`config.mk`:
```
export PLATFORM = sky130hd
export DESIGN_NAME = itb_irq_top
export DESIGN_NICKNAME = d
export VERILOG_FILES = /design/src/itb_pkg.sv /design/src/itb_tick_if.sv /design/src/itb_time_base.sv /design/src/itb_irq_top.sv
export VERILOG_INCLUDE_DIRS = /design/src
export SDC_FILE = /design/constraint.sdc
export NUM_CORES = 1
export LEC_CHECK = 0
export BUFFER_PORTS_ARGS = -buffer_cell sky130_fd_sc_hd__clkbuf_2
export CAP_MARGIN = 20
export CORE_MARGIN = 1.5
export CORE_UTILIZATION = 57
export DETAILED_ROUTE_END_ITERATION = 8
export PLACE_DENSITY = 0.84
export SLEW_MARGIN = 15
export SYNTH_ARGS = -nofsm -noshare
export SYNTH_HDL_FRONTEND = slang
export SYNTH_SLANG_ARGS = --single-unit
```
`constraint.sdc`:
```
create_clock -name clock -period 2.25 [get_ports clock]
set_input_delay 0.1125 -clock clock [delete_from_list [all_inputs] [get_ports clock]]
set_output_delay 0.1125 -clock clock [all_outputs]
set_load 0.02 [all_outputs]
```
`src/itb_map.svh`:
```
// Register offsets, field positions, reset values and timing counts of the interrupt block.
`ifndef ITB_MAP_SVH
`define ITB_MAP_SVH

// ----------------------------------------------------------------------
// Register byte offsets on the APB side
// ----------------------------------------------------------------------
`define ITB_OFS_ENABLE   8'h00
`define ITB_OFS_FLAGS    8'h04
`define ITB_OFS_EDGE     8'h08
`define ITB_OFS_SRCFLAG  8'h0C
`define ITB_OFS_SRCEN    8'h10
`define ITB_OFS_PSC0     8'h14
`define ITB_OFS_PSC1     8'h18
`define ITB_OFS_TBCTL0   8'h1C
`define ITB_OFS_TBCTL1   8'h20
`define ITB_OFS_PINCFG   8'h24
`define ITB_OFS_STATUS   8'h28
`define ITB_NUM_REGS     11

// ----------------------------------------------------------------------
// Field positions
// ----------------------------------------------------------------------
`define ITB_GLOBAL_BIT   10
`define ITB_TB_RUN_BIT   7
`define ITB_MF0_MASK     10'h00F
`define ITB_MF1_MASK     10'h0F0
`define ITB_MF2_MASK     10'h300

// ----------------------------------------------------------------------
// Reset values and timing counts
// ----------------------------------------------------------------------
`define ITB_RST_REG8     8'h00
`define ITB_RST_FLAGS    10'h000
`define ITB_SYS_DIV      4
`define ITB_TB_MIN_EXP   8

`endif

```
`src/itb_pkg.sv`:
```
// Types used by the interrupt module.
package itb_pkg;
  typedef enum logic [3:0] {
    ITB_VEC_EXT0 = 4'h0,
    ITB_VEC_EXT1 = 4'h1,
    ITB_VEC_EXT2 = 4'h2,
    ITB_VEC_CMP  = 4'h3,
    ITB_VEC_MF0  = 4'h4,
    ITB_VEC_MF1  = 4'h5,
    ITB_VEC_MF2  = 4'h6,
    ITB_VEC_ADC  = 4'h7,
    ITB_VEC_TB0  = 4'h8,
    ITB_VEC_TB1  = 4'h9
  } itb_vector_e;
  typedef logic [9:0] itb_flags_t;
endpackage

```
`src/itb_tick_if.sv`:
```
// Control and overflow link between the interrupt logic and one time-base unit.
`timescale 1ns/1ps
`default_nettype none
interface itb_tick_if;
  logic       run;
  logic [1:0] source;
  logic [2:0] period;
  logic       overflow;
  modport unit (input run, input source, input period, output overflow);
  modport ctrl (output run, output source, output period, input overflow);
endinterface
`default_nettype wire

```
`src/itb_time_base.sv`:
```
// One time-base unit: prescaler clock selection and power-of-two period divider.
`timescale 1ns/1ps
`default_nettype none
`include "itb_map.svh"
module itb_time_base #(
  parameter int CNT_W = 15
) (
  input  wire logic clock,
  input  wire logic rstn,
  input  wire logic low_speed_tick,
  itb_tick_if.unit  link
);
  logic [1:0]       quarter;
  logic [CNT_W-1:0] count;
  logic             ovf;

  // ----------------------------------------------------------------------
  // Prescaler clock enable
  // ----------------------------------------------------------------------
  // The slow sources are enables, so the divider never leaves the system clock.
  wire       sys4_tick = (quarter == 2'(`ITB_SYS_DIV - 1));
  wire       psc_tick  = link.source[1] ? low_speed_tick :
                         link.source[0] ? sys4_tick : 1'b1;
  wire [CNT_W-1:0] limit = {CNT_W{1'b1}} >> (3'h7 - link.period);
  wire       hit       = link.run && psc_tick && (count == limit);

  // Free-running quarter divider for the system clock divided by four.
  always_ff @(posedge clock or negedge rstn)
  begin
    if (!rstn)
      quarter <= 2'h0;
    else
      quarter <= quarter + 2'h1;
  end

  // The divider is held at zero while stopped, so enabling restarts a period.
  always_ff @(posedge clock or negedge rstn)
  begin
    if (!rstn)
    begin
      count <= '0;
      ovf   <= 1'b0;
    end
    else
    begin
      ovf <= hit;
      if (!link.run || hit)
        count <= '0;
      else if (psc_tick)
        count <= count + 1'b1;
    end
  end

  assign link.overflow = ovf;

  a_stopped_idle: assert property (@(posedge clock) disable iff (!rstn)
    !link.run |=> (count == '0) && !ovf)
    else $error("stopped time base still counts");
endmodule
`default_nettype wire

```
`src/itb_irq_top.sv`:
```
// Interrupt request logic with two time-base units, reached over APB.
//
// The APB slave port and the register addresses are this design's own decisions.
`timescale 1ns/1ps
`default_nettype none
`include "itb_map.svh"
// Notes on behaviour
// - Chosen pin edge sets external line flag.
// - External vector needs global, line enable, stack.
// - Pin needs enable, routing and input direction.
// - Chosen pull-up stays active in interrupt use.
// - Edge select: rising, falling, both, or off.
// - Field codes 00 off,01 rise,10 fall,11 both.
// - External service clears line flag and global.
// - Comparator change sets flag; vector needs enables.
// - Comparator service clears its flag and global.
// - Three combined interrupts from timer, voltage, memory.
// - Source flag rising sets combined flag.
// - Combined service leaves source flags for software.
// - Conversion end sets flag; vector needs enables.
// - Conversion service clears its flag and global.
// - Time-base overflow sets flag; vector needs enables.
// - Time-base service clears its flag and global.
// - Clock source: 00 system, 01 quarter, 1x slow.
// - Control bit 7 runs time base; resets zero.
// - Period is two to eight-plus-code clocks.
// - Each timer gives A and P match requests.
// - Timer vector needs own, combined, global enables.
// - Timer service clears combined flag and global only.
// - Unused prescaler and control bits read zero.
// - Cleared global enable blocks every vector.
// - Any flag rising wakes the device.
// - Return-from-interrupt sets global enable again.
module itb_irq_top #(
  parameter int TIMERS = 4
) (
  input  wire logic              clock,
  input  wire logic              rstn,
  input  wire logic [7:0]        paddr,
  input  wire logic              psel,
  input  wire logic              penable,
  input  wire logic              pwrite,
  input  wire logic [31:0]       pwdata,
  output logic      [31:0]       prdata,
  output logic                   pready,
  output logic                   pslverr,
  input  wire logic [2:0]        ext_irq_pins,
  input  wire logic              comparator_out,
  input  wire logic              conv_done,
  input  wire logic [TIMERS-1:0] timer_match_a,
  input  wire logic [TIMERS-1:0] timer_match_p,
  input  wire logic              low_voltage_event,
  input  wire logic              eeprom_done,
  input  wire logic              low_speed_tick,
  input  wire logic              stack_full,
  input  wire logic              irq_ack,
  input  wire logic              return_from_irq,
  output logic                   irq_req,
  output logic      [3:0]        irq_vector,
  output logic                   wake,
  output logic      [2:0]        ext_pull_up
);
  // ----------------------------------------------------------------------
  // State
  // ----------------------------------------------------------------------
  logic                global_irq_enable;
  itb_pkg::itb_flags_t irq_en;
  itb_pkg::itb_flags_t flags;
  logic [5:0]          edge_select_reg;
  logic [9:0]          src_flags;
  logic [9:0]          src_en;
  logic [1:0]          psc_sel [2];
  logic [3:0]          tb_ctl  [2];
  logic [2:0]          pin_route;
  logic [2:0]          pin_input;
  logic [2:0]          pull_sel;
  logic [2:0]          pin_prev;
  logic                cmp_prev;

  // ----------------------------------------------------------------------
  // APB decode
  // ----------------------------------------------------------------------
  wire [5:0] reg_idx  = paddr[7:2];
  wire       addr_ok  = (reg_idx < 6'(`ITB_NUM_REGS)) && (paddr[1:0] == 2'h0);
  wire       setup    = psel && !penable;
  wire       wr_fire  = psel && penable && pready && pwrite && addr_ok;
  wire       wr_en    = wr_fire && (paddr == `ITB_OFS_ENABLE);
  wire       wr_flags = wr_fire && (paddr == `ITB_OFS_FLAGS);
  wire       wr_edge  = wr_fire && (paddr == `ITB_OFS_EDGE);
  wire       wr_srcf  = wr_fire && (paddr == `ITB_OFS_SRCFLAG);
  wire       wr_srce  = wr_fire && (paddr == `ITB_OFS_SRCEN);
  wire       wr_psc0  = wr_fire && (paddr == `ITB_OFS_PSC0);
  wire       wr_psc1  = wr_fire && (paddr == `ITB_OFS_PSC1);
  wire       wr_tb0   = wr_fire && (paddr == `ITB_OFS_TBCTL0);
  wire       wr_tb1   = wr_fire && (paddr == `ITB_OFS_TBCTL1);
  wire       wr_pin   = wr_fire && (paddr == `ITB_OFS_PINCFG);

  // ----------------------------------------------------------------------
  // Event sources
  // ----------------------------------------------------------------------
  logic [2:0] ext_edge;
  logic [9:0] src_set;
  logic [1:0] tb_ovf;
  genvar g;

  // Each line only listens when enabled, routed to the pin and set as input.
  generate
    for (g = 0; g < 3; g++)
    begin : g_ext
      wire active = irq_en[g] && pin_route[g] && pin_input[g];
      wire rise   = ext_irq_pins[g] && !pin_prev[g];
      wire fall   = !ext_irq_pins[g] && pin_prev[g];
      // Bit 0 of the field picks rising, bit 1 falling; zero turns the line off.
      assign ext_edge[g] = active && ((edge_select_reg[2*g] && rise) ||
                                      (edge_select_reg[2*g+1] && fall));
    end
  endgenerate

  // Timer matches occupy pairs of source bits, P match low, A match high.
  generate
    for (g = 0; g < TIMERS; g++)
    begin : g_timer
      assign src_set[2*g]   = timer_match_p[g];
      assign src_set[2*g+1] = timer_match_a[g];
    end
  endgenerate
  assign src_set[8] = low_voltage_event;
  assign src_set[9] = eeprom_done;

  wire        cmp_change = comparator_out != cmp_prev;
  wire [9:0]  src_rise   = src_set & ~src_flags;
  wire [2:0]  mf_set     = {|(src_rise & `ITB_MF2_MASK),
                            |(src_rise & `ITB_MF1_MASK),
                            |(src_rise & `ITB_MF0_MASK)};
  wire [9:0]  src_live   = src_flags & src_en;
  wire [2:0]  mf_ready   = {|(src_live & `ITB_MF2_MASK),
                            |(src_live & `ITB_MF1_MASK),
                            |(src_live & `ITB_MF0_MASK)};
  wire [9:0]  set_vec    = {tb_ovf, conv_done, mf_set, cmp_change, ext_edge};

  // ----------------------------------------------------------------------
  // Vector selection and service
  // ----------------------------------------------------------------------
  function automatic logic [3:0] first_set(input logic [9:0] v);
    logic [3:0] r;
    r = 4'h0;
    for (int i = 9; i >= 0; i--)
      if (v[i])
        r = 4'(i);
    return r;
  endfunction

  wire [9:0] qual     = {3'b111, mf_ready, 4'hF};
  wire [9:0] pending  = flags & irq_en & qual;
  wire       ack_take = irq_ack && irq_req;
  wire [9:0] ack_clr  = ack_take ? (10'h001 << irq_vector) : 10'h000;
  // A new event in the clearing cycle wins over both the service and the write.
  wire [9:0] next_flags = ((wr_flags ? pwdata[9:0] : flags) & ~ack_clr) | set_vec;
  wire [9:0] next_src   = (wr_srcf ? pwdata[9:0] : src_flags) | src_set;
  wire       next_global = ack_take        ? 1'b0 :
                           return_from_irq ? 1'b1 :
                           wr_en           ? pwdata[`ITB_GLOBAL_BIT] :
                           global_irq_enable;
  wire       next_irq_req = global_irq_enable && !stack_full &&
                            (|pending) && !ack_take;
  wire       next_wake    = |(next_flags & ~flags) || |(next_src & ~src_flags);

  // ----------------------------------------------------------------------
  // Read mux
  // ----------------------------------------------------------------------
  wire [31:0] rd_table [`ITB_NUM_REGS];
  assign rd_table[0]  = {21'h0, global_irq_enable, irq_en};
  assign rd_table[1]  = {22'h0, flags};
  assign rd_table[2]  = {26'h0, edge_select_reg};
  assign rd_table[3]  = {22'h0, src_flags};
  assign rd_table[4]  = {22'h0, src_en};
  assign rd_table[5]  = {30'h0, psc_sel[0]};
  assign rd_table[6]  = {30'h0, psc_sel[1]};
  assign rd_table[7]  = {24'h0, tb_ctl[0][3], 4'h0, tb_ctl[0][2:0]};
  assign rd_table[8]  = {24'h0, tb_ctl[1][3], 4'h0, tb_ctl[1][2:0]};
  assign rd_table[9]  = {23'h0, pull_sel, pin_input, pin_route};
  assign rd_table[10] = {26'h0, irq_req, irq_vector, global_irq_enable};
  wire [31:0] rd_word = addr_ok ? rd_table[reg_idx[3:0]] : 32'h0000_0000;

  // ----------------------------------------------------------------------
  // Time-base units
  // ----------------------------------------------------------------------
  itb_tick_if tb_link [2] ();
  generate
    for (g = 0; g < 2; g++)
    begin : g_tb
      assign tb_link[g].run    = tb_ctl[g][3];
      assign tb_link[g].source = psc_sel[g];
      assign tb_link[g].period = tb_ctl[g][2:0];
      assign tb_ovf[g]         = tb_link[g].overflow;
      itb_time_base #(.CNT_W(15)) u_tb (
        .clock          (clock),
        .rstn           (rstn),
        .low_speed_tick (low_speed_tick),
        .link           (tb_link[g])
      );
    end
  endgenerate

  // ----------------------------------------------------------------------
  // Registers
  // ----------------------------------------------------------------------
  // Bus answer: one wait-free access phase, data captured in the setup cycle.
  always_ff @(posedge clock or negedge rstn)
  begin
    if (!rstn)
    begin
      pready  <= 1'b0;
      prdata  <= 32'h0000_0000;
      pslverr <= 1'b0;
    end
    else
    begin
      pready <= setup;
      if (setup)
      begin
        prdata  <= rd_word;
        pslverr <= !addr_ok;
      end
    end
  end

  // Flags, global enable and the request toward the core.
  always_ff @(posedge clock or negedge rstn)
  begin
    if (!rstn)
    begin
      flags             <= `ITB_RST_FLAGS;
      src_flags         <= `ITB_RST_FLAGS;
      global_irq_enable <= 1'b0;
      irq_req           <= 1'b0;
      irq_vector        <= 4'h0;
      wake              <= 1'b0;
    end
    else
    begin
      flags             <= next_flags;
      src_flags         <= next_src;
      global_irq_enable <= next_global;
      irq_req           <= next_irq_req;
      irq_vector        <= first_set(pending);
      wake              <= next_wake;
    end
  end

  // Software configuration; the time-base run bits reset to stopped.
  always_ff @(posedge clock or negedge rstn)
  begin
    if (!rstn)
    begin
      irq_en          <= `ITB_RST_FLAGS;
      edge_select_reg <= 6'h00;
      src_en          <= `ITB_RST_FLAGS;
      psc_sel[0]      <= 2'h0;
      psc_sel[1]      <= 2'h0;
      tb_ctl[0]       <= 4'h0;
      tb_ctl[1]       <= 4'h0;
      pin_route       <= 3'h0;
      pin_input       <= 3'h0;
      pull_sel        <= 3'h0;
    end
    else
    begin
      if (wr_en)   irq_en          <= pwdata[9:0];
      if (wr_edge) edge_select_reg <= pwdata[5:0];
      if (wr_srce) src_en          <= pwdata[9:0];
      if (wr_psc0) psc_sel[0]      <= pwdata[1:0];
      if (wr_psc1) psc_sel[1]      <= pwdata[1:0];
      if (wr_tb0)  tb_ctl[0]       <= {pwdata[`ITB_TB_RUN_BIT], pwdata[2:0]};
      if (wr_tb1)  tb_ctl[1]       <= {pwdata[`ITB_TB_RUN_BIT], pwdata[2:0]};
      if (wr_pin)
      begin
        pin_route <= pwdata[2:0];
        pin_input <= pwdata[5:3];
        pull_sel  <= pwdata[8:6];
      end
    end
  end

  // Edge history and pull-up drive; pull-ups follow the setting in every pin role.
  always_ff @(posedge clock or negedge rstn)
  begin
    if (!rstn)
    begin
      pin_prev    <= 3'h0;
      cmp_prev    <= 1'b0;
      ext_pull_up <= 3'h0;
    end
    else
    begin
      pin_prev    <= ext_irq_pins;
      cmp_prev    <= comparator_out;
      ext_pull_up <= pull_sel;
    end
  end

  // ----------------------------------------------------------------------
  // Assertions
  // ----------------------------------------------------------------------
  a_service_clears_global: assert property (@(posedge clock) disable iff (!rstn)
    ack_take |=> !global_irq_enable)
    else $error("service left global enable set");

  a_service_clears_flag: assert property (@(posedge clock) disable iff (!rstn)
    ack_take && !set_vec[irq_vector] && !wr_flags |=> !flags[$past(irq_vector)])
    else $error("serviced flag not cleared");

  a_global_gates_req: assert property (@(posedge clock) disable iff (!rstn)
    irq_req |-> $past(global_irq_enable) && !$past(stack_full))
    else $error("request raised while blocked");

  a_return_sets_global: assert property (@(posedge clock) disable iff (!rstn)
    return_from_irq && !ack_take |=> global_irq_enable)
    else $error("return did not restore global enable");

  a_ext_edge_flag: assert property (@(posedge clock) disable iff (!rstn)
    ext_edge[0] |=> flags[0] ##1 (flags[0] || $past(ack_take) || $past(wr_flags)))
    else $error("external edge did not set flag");

  a_cmp_change_flag: assert property (@(posedge clock) disable iff (!rstn)
    (comparator_out != cmp_prev) |=> flags[itb_pkg::ITB_VEC_CMP])
    else $error("comparator change lost");

  a_combined_keeps_src: assert property (@(posedge clock) disable iff (!rstn)
    ack_take && !wr_srcf |=> (src_flags & $past(src_flags)) == $past(src_flags))
    else $error("service cleared a source flag");

  a_wake_on_rise: assert property (@(posedge clock) disable iff (!rstn)
    (flags & ~$past(flags)) != 10'h000 |-> wake)
    else $error("flag rise without wake");

  a_disabled_line_quiet: assert property (@(posedge clock) disable iff (!rstn)
    edge_select_reg[1:0] == 2'b00 |-> !ext_edge[0])
    else $error("disabled line produced an edge");
endmodule
`default_nettype wire

```
* Yosys cells after proc, flatten, opt, wreduce, memory -nomap -nowiden
Index checks and enable logic that the tools add are counted.
Word-level totals: bits in registers 151, bits of input ports 64, output and inout bits 43, logic and storage cells 171
Cells by class: $add $sub $neg 6, order comparisons 2, equality and inequality tests 14, shift operators 3, muxes and demuxes 28, bitwise logic cells 13, reductions and logical operators 77
Operators with widths (count):
- 32-bit binary-select mux with 4-bit select | 1
- 32-bit 2-to-1 mux | 3
- 10-bit AND | 7
- 15-bit 2-to-1 mux | 4
- 1-bit logical AND | 45
- 4-bit 2-to-1 mux | 10
- 8-bit by 5-bit == test with 1-bit output (second input constant) | 4
- 15-bit by 1-bit adder with 15-bit output (second input constant) | 2
- 15-bit == test | 2
- 10-bit 2-to-1 mux | 3
- 10-bit NOT | 3
- 10-bit OR reduction | 3
- 15-bit by 3-bit right shift with 15-bit output (first input constant) | 2
- 10-bit OR | 2
- 8-bit by 4-bit == test with 1-bit output (second input constant) | 2
- 8-bit by 6-bit == test with 1-bit output (second input constant) | 2
- 4-bit OR reduction | 4
- 1-bit zero test | 12
- 1-bit by 4-bit << shifter with 10-bit output (first input constant) | 1
- 8-bit by 3-bit == test with 1-bit output (second input constant) | 1
- 8-bit zero test | 1
- 1-bit 2-to-1 mux | 7
- 1-bit logical OR | 6
- 6-bit by 4-bit less-than comparator with 1-bit output (second input constant) | 1
- 10 further kinds | 15

* Logic depth before layout (Yosys ltp)
Gate-level depths: netlist of the first run.
word-level depth 13, gate-level depth with buffers 8, mapped depth without buffers 7

* Hierarchy
From an unflattened synthesis of the first run, not the netlist that was laid out.
Unflattened totals: cells, all modules 717, area, all modules 7315.8 um^2
Modules (own cells, without submodules):
- itb_irq_top | times used 1, cells each 479, area an instance 5091.1 um^2, sequential area each 2352.3 um^2
- itb_time_base | times used 2, cells each 119, area an instance 1112.3 um^2, sequential area each 450.4 um^2

* Least setup slack after synthesis of the first run
Ideal clock, no wire load.
path type reg2reg, from register psc_sel, in the netlist tb_link[1].source[1], to register g_tb[1].u_tb.count[10], setup time 0.121 ns, data arrival time 1.803 ns, data required time 2.129 ns, path slack 0.325 ns, cell stages (with the launch flop) 8, path buffers 1, period minus slack after synthesis 1.925 ns, cells stage by stage dfrtp_1 -> nor2b_1 -> nor3b_1 -> and2_1 -> nand3b_1 -> o21ai_1 -> buf_2 -> nor2_1
On the way: word-level cells in the longest chain between the ends 5, elaborated cells on any way between the ends 6, those cells by class mux: 2; reduce/logical: 4
Ends and longest elaborated chain:
- start, declared | RTL line itb_irq_top.sv:72 | logic [1:0] psc_sel [2];
- 1-bit 2-to-1 mux (*) | RTL line itb_time_base.sv:22 | wire psc_tick = link.source[1] ? low_speed_tick :
- 1-bit logical AND (2 in a row) | RTL line itb_time_base.sv:25 | wire hit = link.run && psc_tick && (count == limit);
- 1-bit logical OR | RTL line itb_time_base.sv:47 | if (!link.run || hit)
- 15-bit 2-to-1 mux or 2-bit nonzero test (tied branches)
- end signal, assigned | RTL line itb_time_base.sv:50 | count <= count + 1'b1;
- end, declared | RTL line itb_time_base.sv:14 | logic [CNT_W-1:0] count;
Mark *: on every way between the ends. The rest lies on a longest branch, timed or not. A chain may end at the register's enable or synchronous reset.

* Worst setup path in the final report of the first run
from register src_flags[8], to register irq_req
On the way: word-level cells in the longest chain between the ends 6
Ends and longest elaborated chain:
- start, declared | RTL line itb_irq_top.sv:70 | logic [9:0] src_flags;
- start signal, assigned | RTL line itb_irq_top.sv:234 | src_flags <= `ITB_RST_FLAGS;
- start signal, assigned | RTL line itb_irq_top.sv:243 | src_flags <= next_src;
- 10-bit AND | RTL line itb_irq_top.sv:135 | wire [9:0] src_live = src_flags & src_en;
- 2-bit OR reduction | RTL line itb_irq_top.sv:136 | wire [2:0] mf_ready = {|(src_live & `ITB_MF2_MASK),
- 10-bit AND | RTL line itb_irq_top.sv:154 | wire [9:0] pending = flags & irq_en & qual;
- 10-bit OR reduction | RTL line itb_irq_top.sv:165 | (|pending) && !ack_take;
- 1-bit logical AND | RTL line itb_irq_top.sv:164 | wire next_irq_req = global_irq_enable && !stack_full &&
- 1-bit logical AND | RTL line itb_irq_top.sv:165
- net next_irq_req | RTL line itb_irq_top.sv:164
- end signal, assigned | RTL line itb_irq_top.sv:245 | irq_req <= next_irq_req;
- end, declared | RTL line itb_irq_top.sv:58 | output logic irq_req,
The timed path passes the listed nets, and every way through them passes these cells.

==> summary.md, run 1 <==
| Metric | Value |
|---|---|
| Result of the run | complete, but fails checks |
| Failing checks | setup timing |
| RSZ-0062 raised after global routing | yes |
| Kind of end point of the critical path | flip-flop |
| All-layer global routing usage | 30.6% |
| H-tree level count | 4 |
| Count of unique library cells instantiated by Yosys | 69 |
| Horiz. Die Dim | 113 um |
| Largest driver fanout on the critical path | 5 |
| Post-layout worst setup margin | -3.88 ps |
| Crit path required time | 2560 ps |
| Register bit total from synthesis | 130 |
| Clock root buffer | sky130_fd_sc_hd__clkbuf_16 |
| Full die area | 12800 um2 |
| Routed vias/inst | 6.21 |
| Total leakage power | 3.79 nW |
| Class of the worst hold path | in -> reg |
| Detail-routed net length per standard cell | 20.0 um |
| Count of unresolved DRC violations after routing | 0 |
| Setup violations, final | 1 |
| Asr flop ratio synth | 100% |
| Family of cells with the greatest summed delay on the critical path | simple AND/OR/NAND/NOR gates |
| Drt total wl | 18.8 mm |
| Pwr Density | 705 nW/um2 |
| Capture point of the worst path | irq_req |
| Number of antenna violations at the first check in global routing | 0 |
| Flop2flop setup slack | -4 ps |
| Buffers on Ports | 64 |
| First-pass GRT wire length | 30.0 mm |
| Crit Reg-Reg Startpoint | src_flags[8] |
| Slowest library cell on the worst path | sky130_fd_sc_hd__dlygate4sd3_1 |
| WS Path Type | reg -> reg |
| Biggest registers after layout | g_tb.u_tb.count (30), prdata (11) |
| Cells after Synth | 679 |
| Effective utilization at floorplan | 58.2% |
| Critical path, cell by cell | a22o_1 > nand3_1 > nand2_1 > nor4_2 > a221oi_1 > dlygate4sd3_1 |
| Flip-flop count of the largest register, all copies and words added | 30 |
| Number of enable flip-flop cells after synthesis | 0 |
| Number of standard cells in the layout, taps in and fillers out | 940 |
| Die outline height | 113 um |
| Clock sink count | 130 |
| Final hold violation count | 0 |
| GR Overflow Total | 0 |
| Worst Hold Path Cells | 2 |
| Number of max-capacitance violations reported | 0 |
| Critical path startpoint category | flip-flop |
| WP data arrival | 2570 ps |
| Pre-Repair DR Iteration Count | 5 |
| Max_slew headroom | 56.7% |
| Clock buffer count from CTS | 17 |
| Max clock buf depth | 2 |
| Setup TNS after final layout | -3.88 ps |
| Count of buffer and inverter cells on the critical path | 1 |
| Startpoint of the worst setup timing path | src_flags[8] |
| Core outline area | 11900 um2 |
| Largest vdd supply drop | 540 uV |
| RR Endpoint | irq_req |
| Clock latency on the worst-skew pair | 440 ps |
| Number of antenna diodes | 0 |
| Minimum setup slack after placement | 95.3 ps |
| Yosys warnings | 0 |
| Max-slew violation total from the final report | 0 |
| Count of pins on the block boundary | 107 |
| Inst Count DP | 883 |
| Remaining antenna violation count after routing | 0 |
| Share of the yosys chip area belonging to registers | 46.9% |
| Area overhead of the layout relative to synthesis | 20.6% |
| Layout cells sized above 1 | 22.2% |
| DP Wirelength | 13.2 mm |
| Worst clock skew on the final layout | 9.01 ps |
| Post-layout nets | 848 |
| Number of DRC violations after detailed-routing iteration 0 | 564 |
| Stages on the worst setup path | 6 |
| Least-Margin Pin Slew | 650 ps |
| Primary flip-flop cell chosen by synthesis mapping | sky130_fd_sc_hd__dfrtp_1 |
| Gp weighted congestion | 0.923 |
| TritonCTS clock tree | yes |
| Maximum number of pins on one net before global-route repair | 47 |
| Number of vias in the routed layout | 5835 |
| Vias in the first global route | 5821 |
| Min Tclk post-route | 2250 ps |
| Post-Route Utilization | 70.2% |
| Worst reg-to-reg path cell count | 6 |
| Delay of the slowest cell on the worst path | 580 ps |
| Number of placement rows | 40 |
| Syn_area_per_cell | 10.2 um2 |
| Clock transition time at the flip-flop clock pins of the worst setup and hold paths | 60 ps |
| Peak clock frequency supported by timing | 444 MHz |
| Biggest register | g_tb.u_tb.count |
| Post-synthesis instance area | 6930 um2 |
| Final worst-path cycle share | 100% |
-- cell usage in the layout (no fill, tap or decap), drive strengths merged, types with 7 or more instances in the layout --
cell type / synthesis / layout
dlygate4sd3: 0 / 24
clkbuf: 12 / 82
nand2b: 15 / 15
buf: 38 / 25
dfrtp: 130 / 130
nor2: 57 / 57
xnor2: 13 / 13
nand4: 8 / 8
o21ai: 43 / 43
nand3: 10 / 10
nor4: 10 / 10
mux2: 39 / 39
nand2: 62 / 62
a22oi: 10 / 10
inv: 34 / 35
nor2b: 10 / 10
o22ai: 12 / 12
xor2: 15 / 15
nor3: 12 / 12
mux4: 8 / 8
mux2i: 22 / 22
and2: 7 / 7
a22o: 7 / 7
a21oi: 22 / 22
conb: 1 / 21
-- cells in the mapped netlist (all sizes together) (3+ instances only) --
cell	n	area (um2)
a31oi	5	31.3
o22ai	12	75.1
a21boi	3	22.5
nor3	12	71.3
nor3b	5	37.5
a22oi	10	75.1
xnor2	13	114
o21ai	43	215
nor4	10	92.6
ha	4	50.1
clkbuf	12	45.0
xor2	15	131
nor2b	10	62.6
a22o	7	61.3
mux2i	22	220
mux2	39	447
and3b	4	35.0
a211o	3	26.3
or3	3	23.8
nand3	10	50.1
and4	5	43.8
nand2b	15	93.8
nand2	62	233
a221oi	4	35.0
mux4	8	180
o41ai	3	26.3
and2	7	43.8
buf	38	270
nor2	57	214
dfrtp	130	3250
nand3b	3	22.5
a32o	4	40.0
a211oi	5	37.5
and3	4	25.0
nand4	8	50.1
inv	34	128
a21oi	22	110
-- metal layers --
| metal | track usage (%) | wire length [um] | up-vias | share of wire, % |
|---|---|---|---|---|
| li1 | - | - | 2599 | - |
| met1 | 39.1 | 7500 | 2887 | 40 |
| met2 | 48.8 | 9120 | 280 | 49 |
| met3 | 8.36 | 1360 | 69 | 7.2 |
| met4 | 14.5 | 775 | 0 | 4.1 |
| met5 | 0 | 0 | - | 0 |
-- worst min path at each step --
stage	endpoint	startpoint	slack, ps
detailed placement	cmp_prev	rstn	170
floorplan	cmp_prev	rstn	-180
finish	src_en[4]	pwdata[4]	20
CTS	irq_en[6]	pwdata[6]	1
global route	src_en[6]	pwdata[6]	10
global placement	cmp_prev	rstn	170
-- repair_timing --
action / CTS / global route
buffers inserted: 0 / 1
hold endpoints to repair: 66 / 0
hold buffers: 24 / 0
setup endpoints to repair: 0 / 3
gates resized for setup: 0 / 2
-- where the power goes --
group	leakage, nW	internal (W)	total (W)	switching [W]
clock network	0.324	0.00211	0.00318	0.00107
logic	1.76	0.000119	0.000346	0.000227
registers	1.70	0.00235	0.00237	0.0000129
total	3.79	0.00458	0.00589	0.00131
-- cell families (layout without fill, tap and decap cells) --
group	count (synthesis)	in the layout	share of synthesized area (%)
other cells	1	21	0.0541
xor+xnor	28	28	3.54
compound gates	141	141	13.5
mux	69	69	12.2
flops	130	130	46.9
simple gates	221	221	16.6
fa+ha+maj	4	4	0.722
buf+inv	85	179	6.45
-- cell type report --
cell class                 count  area, um2
fill                         878       3550
sequential                   130       3250
timing repair buffer         112        797
multi-input combinational    484       3320
tap                          147        184
clock buffer                  19        443
clock inverter                13        231
inverter                      35        131
-- metrics by stage --
step / total power (W) / cell area (um2) / hold slack [ps]
after detailed placement: 0.00272 / 7420 / 168
after floorplan: 0.00259 / 7000 / -183
after CTS: 0.00590 / 8340 / 1.10
final: 0.00589 / 8360 / 16.1
after global placement: 0.00271 / 7420 / 166
after global routing: 0.00605 / 8360 / 15.0
No activity file was read; power rests on OpenSTA's default activity.
==> run 2, diff against run 1 <==
SETUP_SLACK_MARGIN = 0.02   (was default)
==> run 2 against run 1 <==
The flow still finishes with violations (setup timing); sequential share of layout area is 0.14 points lower; cell count is 0.43% higher; sequential power hardly changed; setup slack lost 11 ps; core utilization increased by 0.25 points; global-route usage barely moved; clock power hardly changed; worst hold slack better by 0.58 ps.
==> summary.md, run 2 (synthesis results as in run 1) <==
| Metric | Value |
|---|---|
| Setup violations, final | 1 |
| Seq pwr share | 40.1% |
| Clock transition time at the flip-flop clock pins of the worst setup and hold paths | 60 ps |
| All-layer global routing usage | 30.6% |
| Largest driver fanout on the critical path | 5 |
| H-tree level count | 4 |
| Crit Reg-Reg Startpoint | src_flags[8] |
| Pre-Repair DR Iteration Count | 7 |
| Minimum setup slack after placement | 95.3 ps |
| Top layer used by detailed routing | met4 |
| Clock root buffer | sky130_fd_sc_hd__clkbuf_16 |
| Max_slew headroom | 54.8% |
| Result of the run | complete, but fails checks |
| Vias in the first global route | 5819 |
| Buffers on Ports | 64 |
| Clock latency on the worst-skew pair | 440 ps |
| Crit path required time | 2570 ps |
| Max-slew violation total from the final report | 0 |
| Remaining antenna violation count after routing | 0 |
| Maximum number of pins on one net before global-route repair | 47 |
| Clock buffer count from CTS | 17 |
| Detail-routed net length per standard cell | 20.0 um |
| Worst Min Path Start | pwdata[6] |
| Gp weighted congestion | 0.923 |
| Switching power as a share of total power | 22.3% |
| Routed wire length on met2 | 9.17 mm |
| Biggest registers after layout | g_tb.u_tb.count (30), prdata (11) |
| Number of antenna diodes | 0 |
| Internal cell power | 0.00458 W |
| Number of max-capacitance violations reported | 0 |
| Full die area | 12800 um2 |
| Most frequent standard cell in the layout excluding fill and tap cells | sky130_fd_sc_hd__dfrtp_1 |
| Clock sink count | 130 |
| Largest vdd supply drop | 540 uV |
| Number of vias in the routed layout | 5852 |
| Final worst-path cycle share | 101% |
| Worst hold margin | 16.7 ps |
| Clk pwr share | 54.0% |
| Effective utilization at floorplan | 58.2% |
| GR Overflow Total | 0 |
| WS Path Type | reg -> reg |
| RSZ-0062 raised after global routing | yes |
| Worst reg-to-reg path cell count | 6 |
| Total power after layout | 0.00589 W |
| Class of the worst hold path | in -> reg |
| Post-layout worst setup margin | -15.2 ps |
| Die outline height | 113 um |
| Min-Delay Endpoint | irq_en[6] |
| Area overhead of the layout relative to synthesis | 21.0% |
| Max clock buf depth | 2 |
| Worst Hold Path Cells | 2 |
| Final hold violation count | 0 |
| WP data arrival | 2580 ps |
| Post-Route Utilization | 70.4% |
| Met3 WL post-DR | 1.39 mm |
| Number of DRC violations after detailed-routing iteration 0 | 498 |
| Flip-flop count of the largest register, all copies and words added | 30 |
| Least-Margin Pin Slew | 677 ps |
| Routed vias/inst | 6.20 |
| Kind of end point of the critical path | flip-flop |
| Switch Pwr | 0.00131 W |
| Drt total wl | 18.8 mm |
| TritonCTS clock tree | yes |
| Horiz. Die Dim | 113 um |
| Min Tclk post-route | 2270 ps |
| Total leakage power | 3.81 nW |
| Post-layout nets | 852 |
| Count of unresolved DRC violations after routing | 0 |
| Worst clock skew on the final layout | 9.38 ps |
| Biggest register | g_tb.u_tb.count |
| Pwr Density | 703 nW/um2 |
| Core outline area | 11900 um2 |
| Critical path startpoint category | flip-flop |
| Failing checks | setup timing |
| Gate power share | 5.9% |
| Count of pins on the block boundary | 107 |
| Flop2flop setup slack | -20 ps |
| DP Wirelength | 13.2 mm |
| Number of placement rows | 40 |
| Layout cells sized above 1 | 22.6% |
| RR Endpoint | irq_req |
| Peak clock frequency supported by timing | 441 MHz |
| First-pass GRT wire length | 29.9 mm |
| Highest-count cells in the layout ignoring fill and taps | sky130_fd_sc_hd__dfrtp_1, sky130_fd_sc_hd__clkbuf_2, sky130_fd_sc_hd__nand2_1, sky130_fd_sc_hd__nor2_1, sky130_fd_sc_hd__mux2_2 |
| Number of antenna violations at the first check in global routing | 0 |
| Setup TNS after final layout | -15.2 ps |
| Routed metal-1 wirelength | 7.55 mm |
-- run 2: cell count changes in the layout (fill, tap and decap cells not counted) --
| cell | change |
|---|---|
| sky130_fd_sc_hd__buf_4 | +4 |
-- run 2: through the flow --
step	cell area, um2	cells
2_1_floorplan	7000	699
3_3_place_gp	7420	883
3_5_place_dp	7420	883
4_1_cts	8340	939
5_1_grt	8390	944
6_report	8390	944
-- run 2: worst max-delay path by stage --
| stage | start | to | cells past startpoint |
|---|---|---|---|
| 6_report | src_flags[8] | irq_req | 6 |
| 2_1_floorplan | tb_link[1].source[1] | g_tb[1].u_tb.count[10] | 7 |
| 3_3_place_gp | paddr[6] | pull_sel[1] | 5 |
| 3_5_place_dp | paddr[6] | pin_input[1] | 7 |
| 5_1_grt | src_flags[8] | irq_req | 6 |
| 4_1_cts | pready | global_irq_enable | 8 |
-- run 2: power by group through the flow --
stage          Combinational [W]  Sequential, W  Clock [W]
3_3_place_gp            0.000306        0.00241          0
6_report                0.000347        0.00237    0.00318
4_1_cts                 0.000343        0.00237    0.00319
3_5_place_dp            0.000312        0.00241          0
5_1_grt                 0.000376        0.00237    0.00330
2_1_floorplan           0.000183        0.00241          0
-- run 2: layout make-up --
| type | instances | area (um2) |
|---|---|---|
| fill | 876 | 3520 |
| multi-input combinational | 484 | 3320 |
| sequential | 130 | 3250 |
| timing repair buffer | 116 | 827 |
| clock buffer | 19 | 443 |
| clock inverter | 13 | 231 |
| tap | 147 | 184 |
| inverter | 35 | 131 |
-- run 2: layer usage --
layer | global-route usage [%] | up-vias
met1 | 39.1 | 2877
met2 | 48.8 | 304
met5 | 0 | -
met4 | 14.5 | 0
li1 | - | 2610
met3 | 8.36 | 61
-- run 2: worst max-delay path, cell delays in order (launching register included) --
cell and delay [ps]:
sky130_fd_sc_hd__dfrtp_1 490, sky130_fd_sc_hd__a22o_1 290, sky130_fd_sc_hd__nand3_1 190, sky130_fd_sc_hd__nand2_1 150
sky130_fd_sc_hd__nor4_2 310, sky130_fd_sc_hd__a221oi_1 130, sky130_fd_sc_hd__dlygate4sd3_1 580
-- run 2: timing repair --
item	in CTS	in global routing
setup endpoints to repair	0	3
resized for setup	0	2
setup buffers	0	5
hold buffers	24	0
hold endpoints to repair	66	0
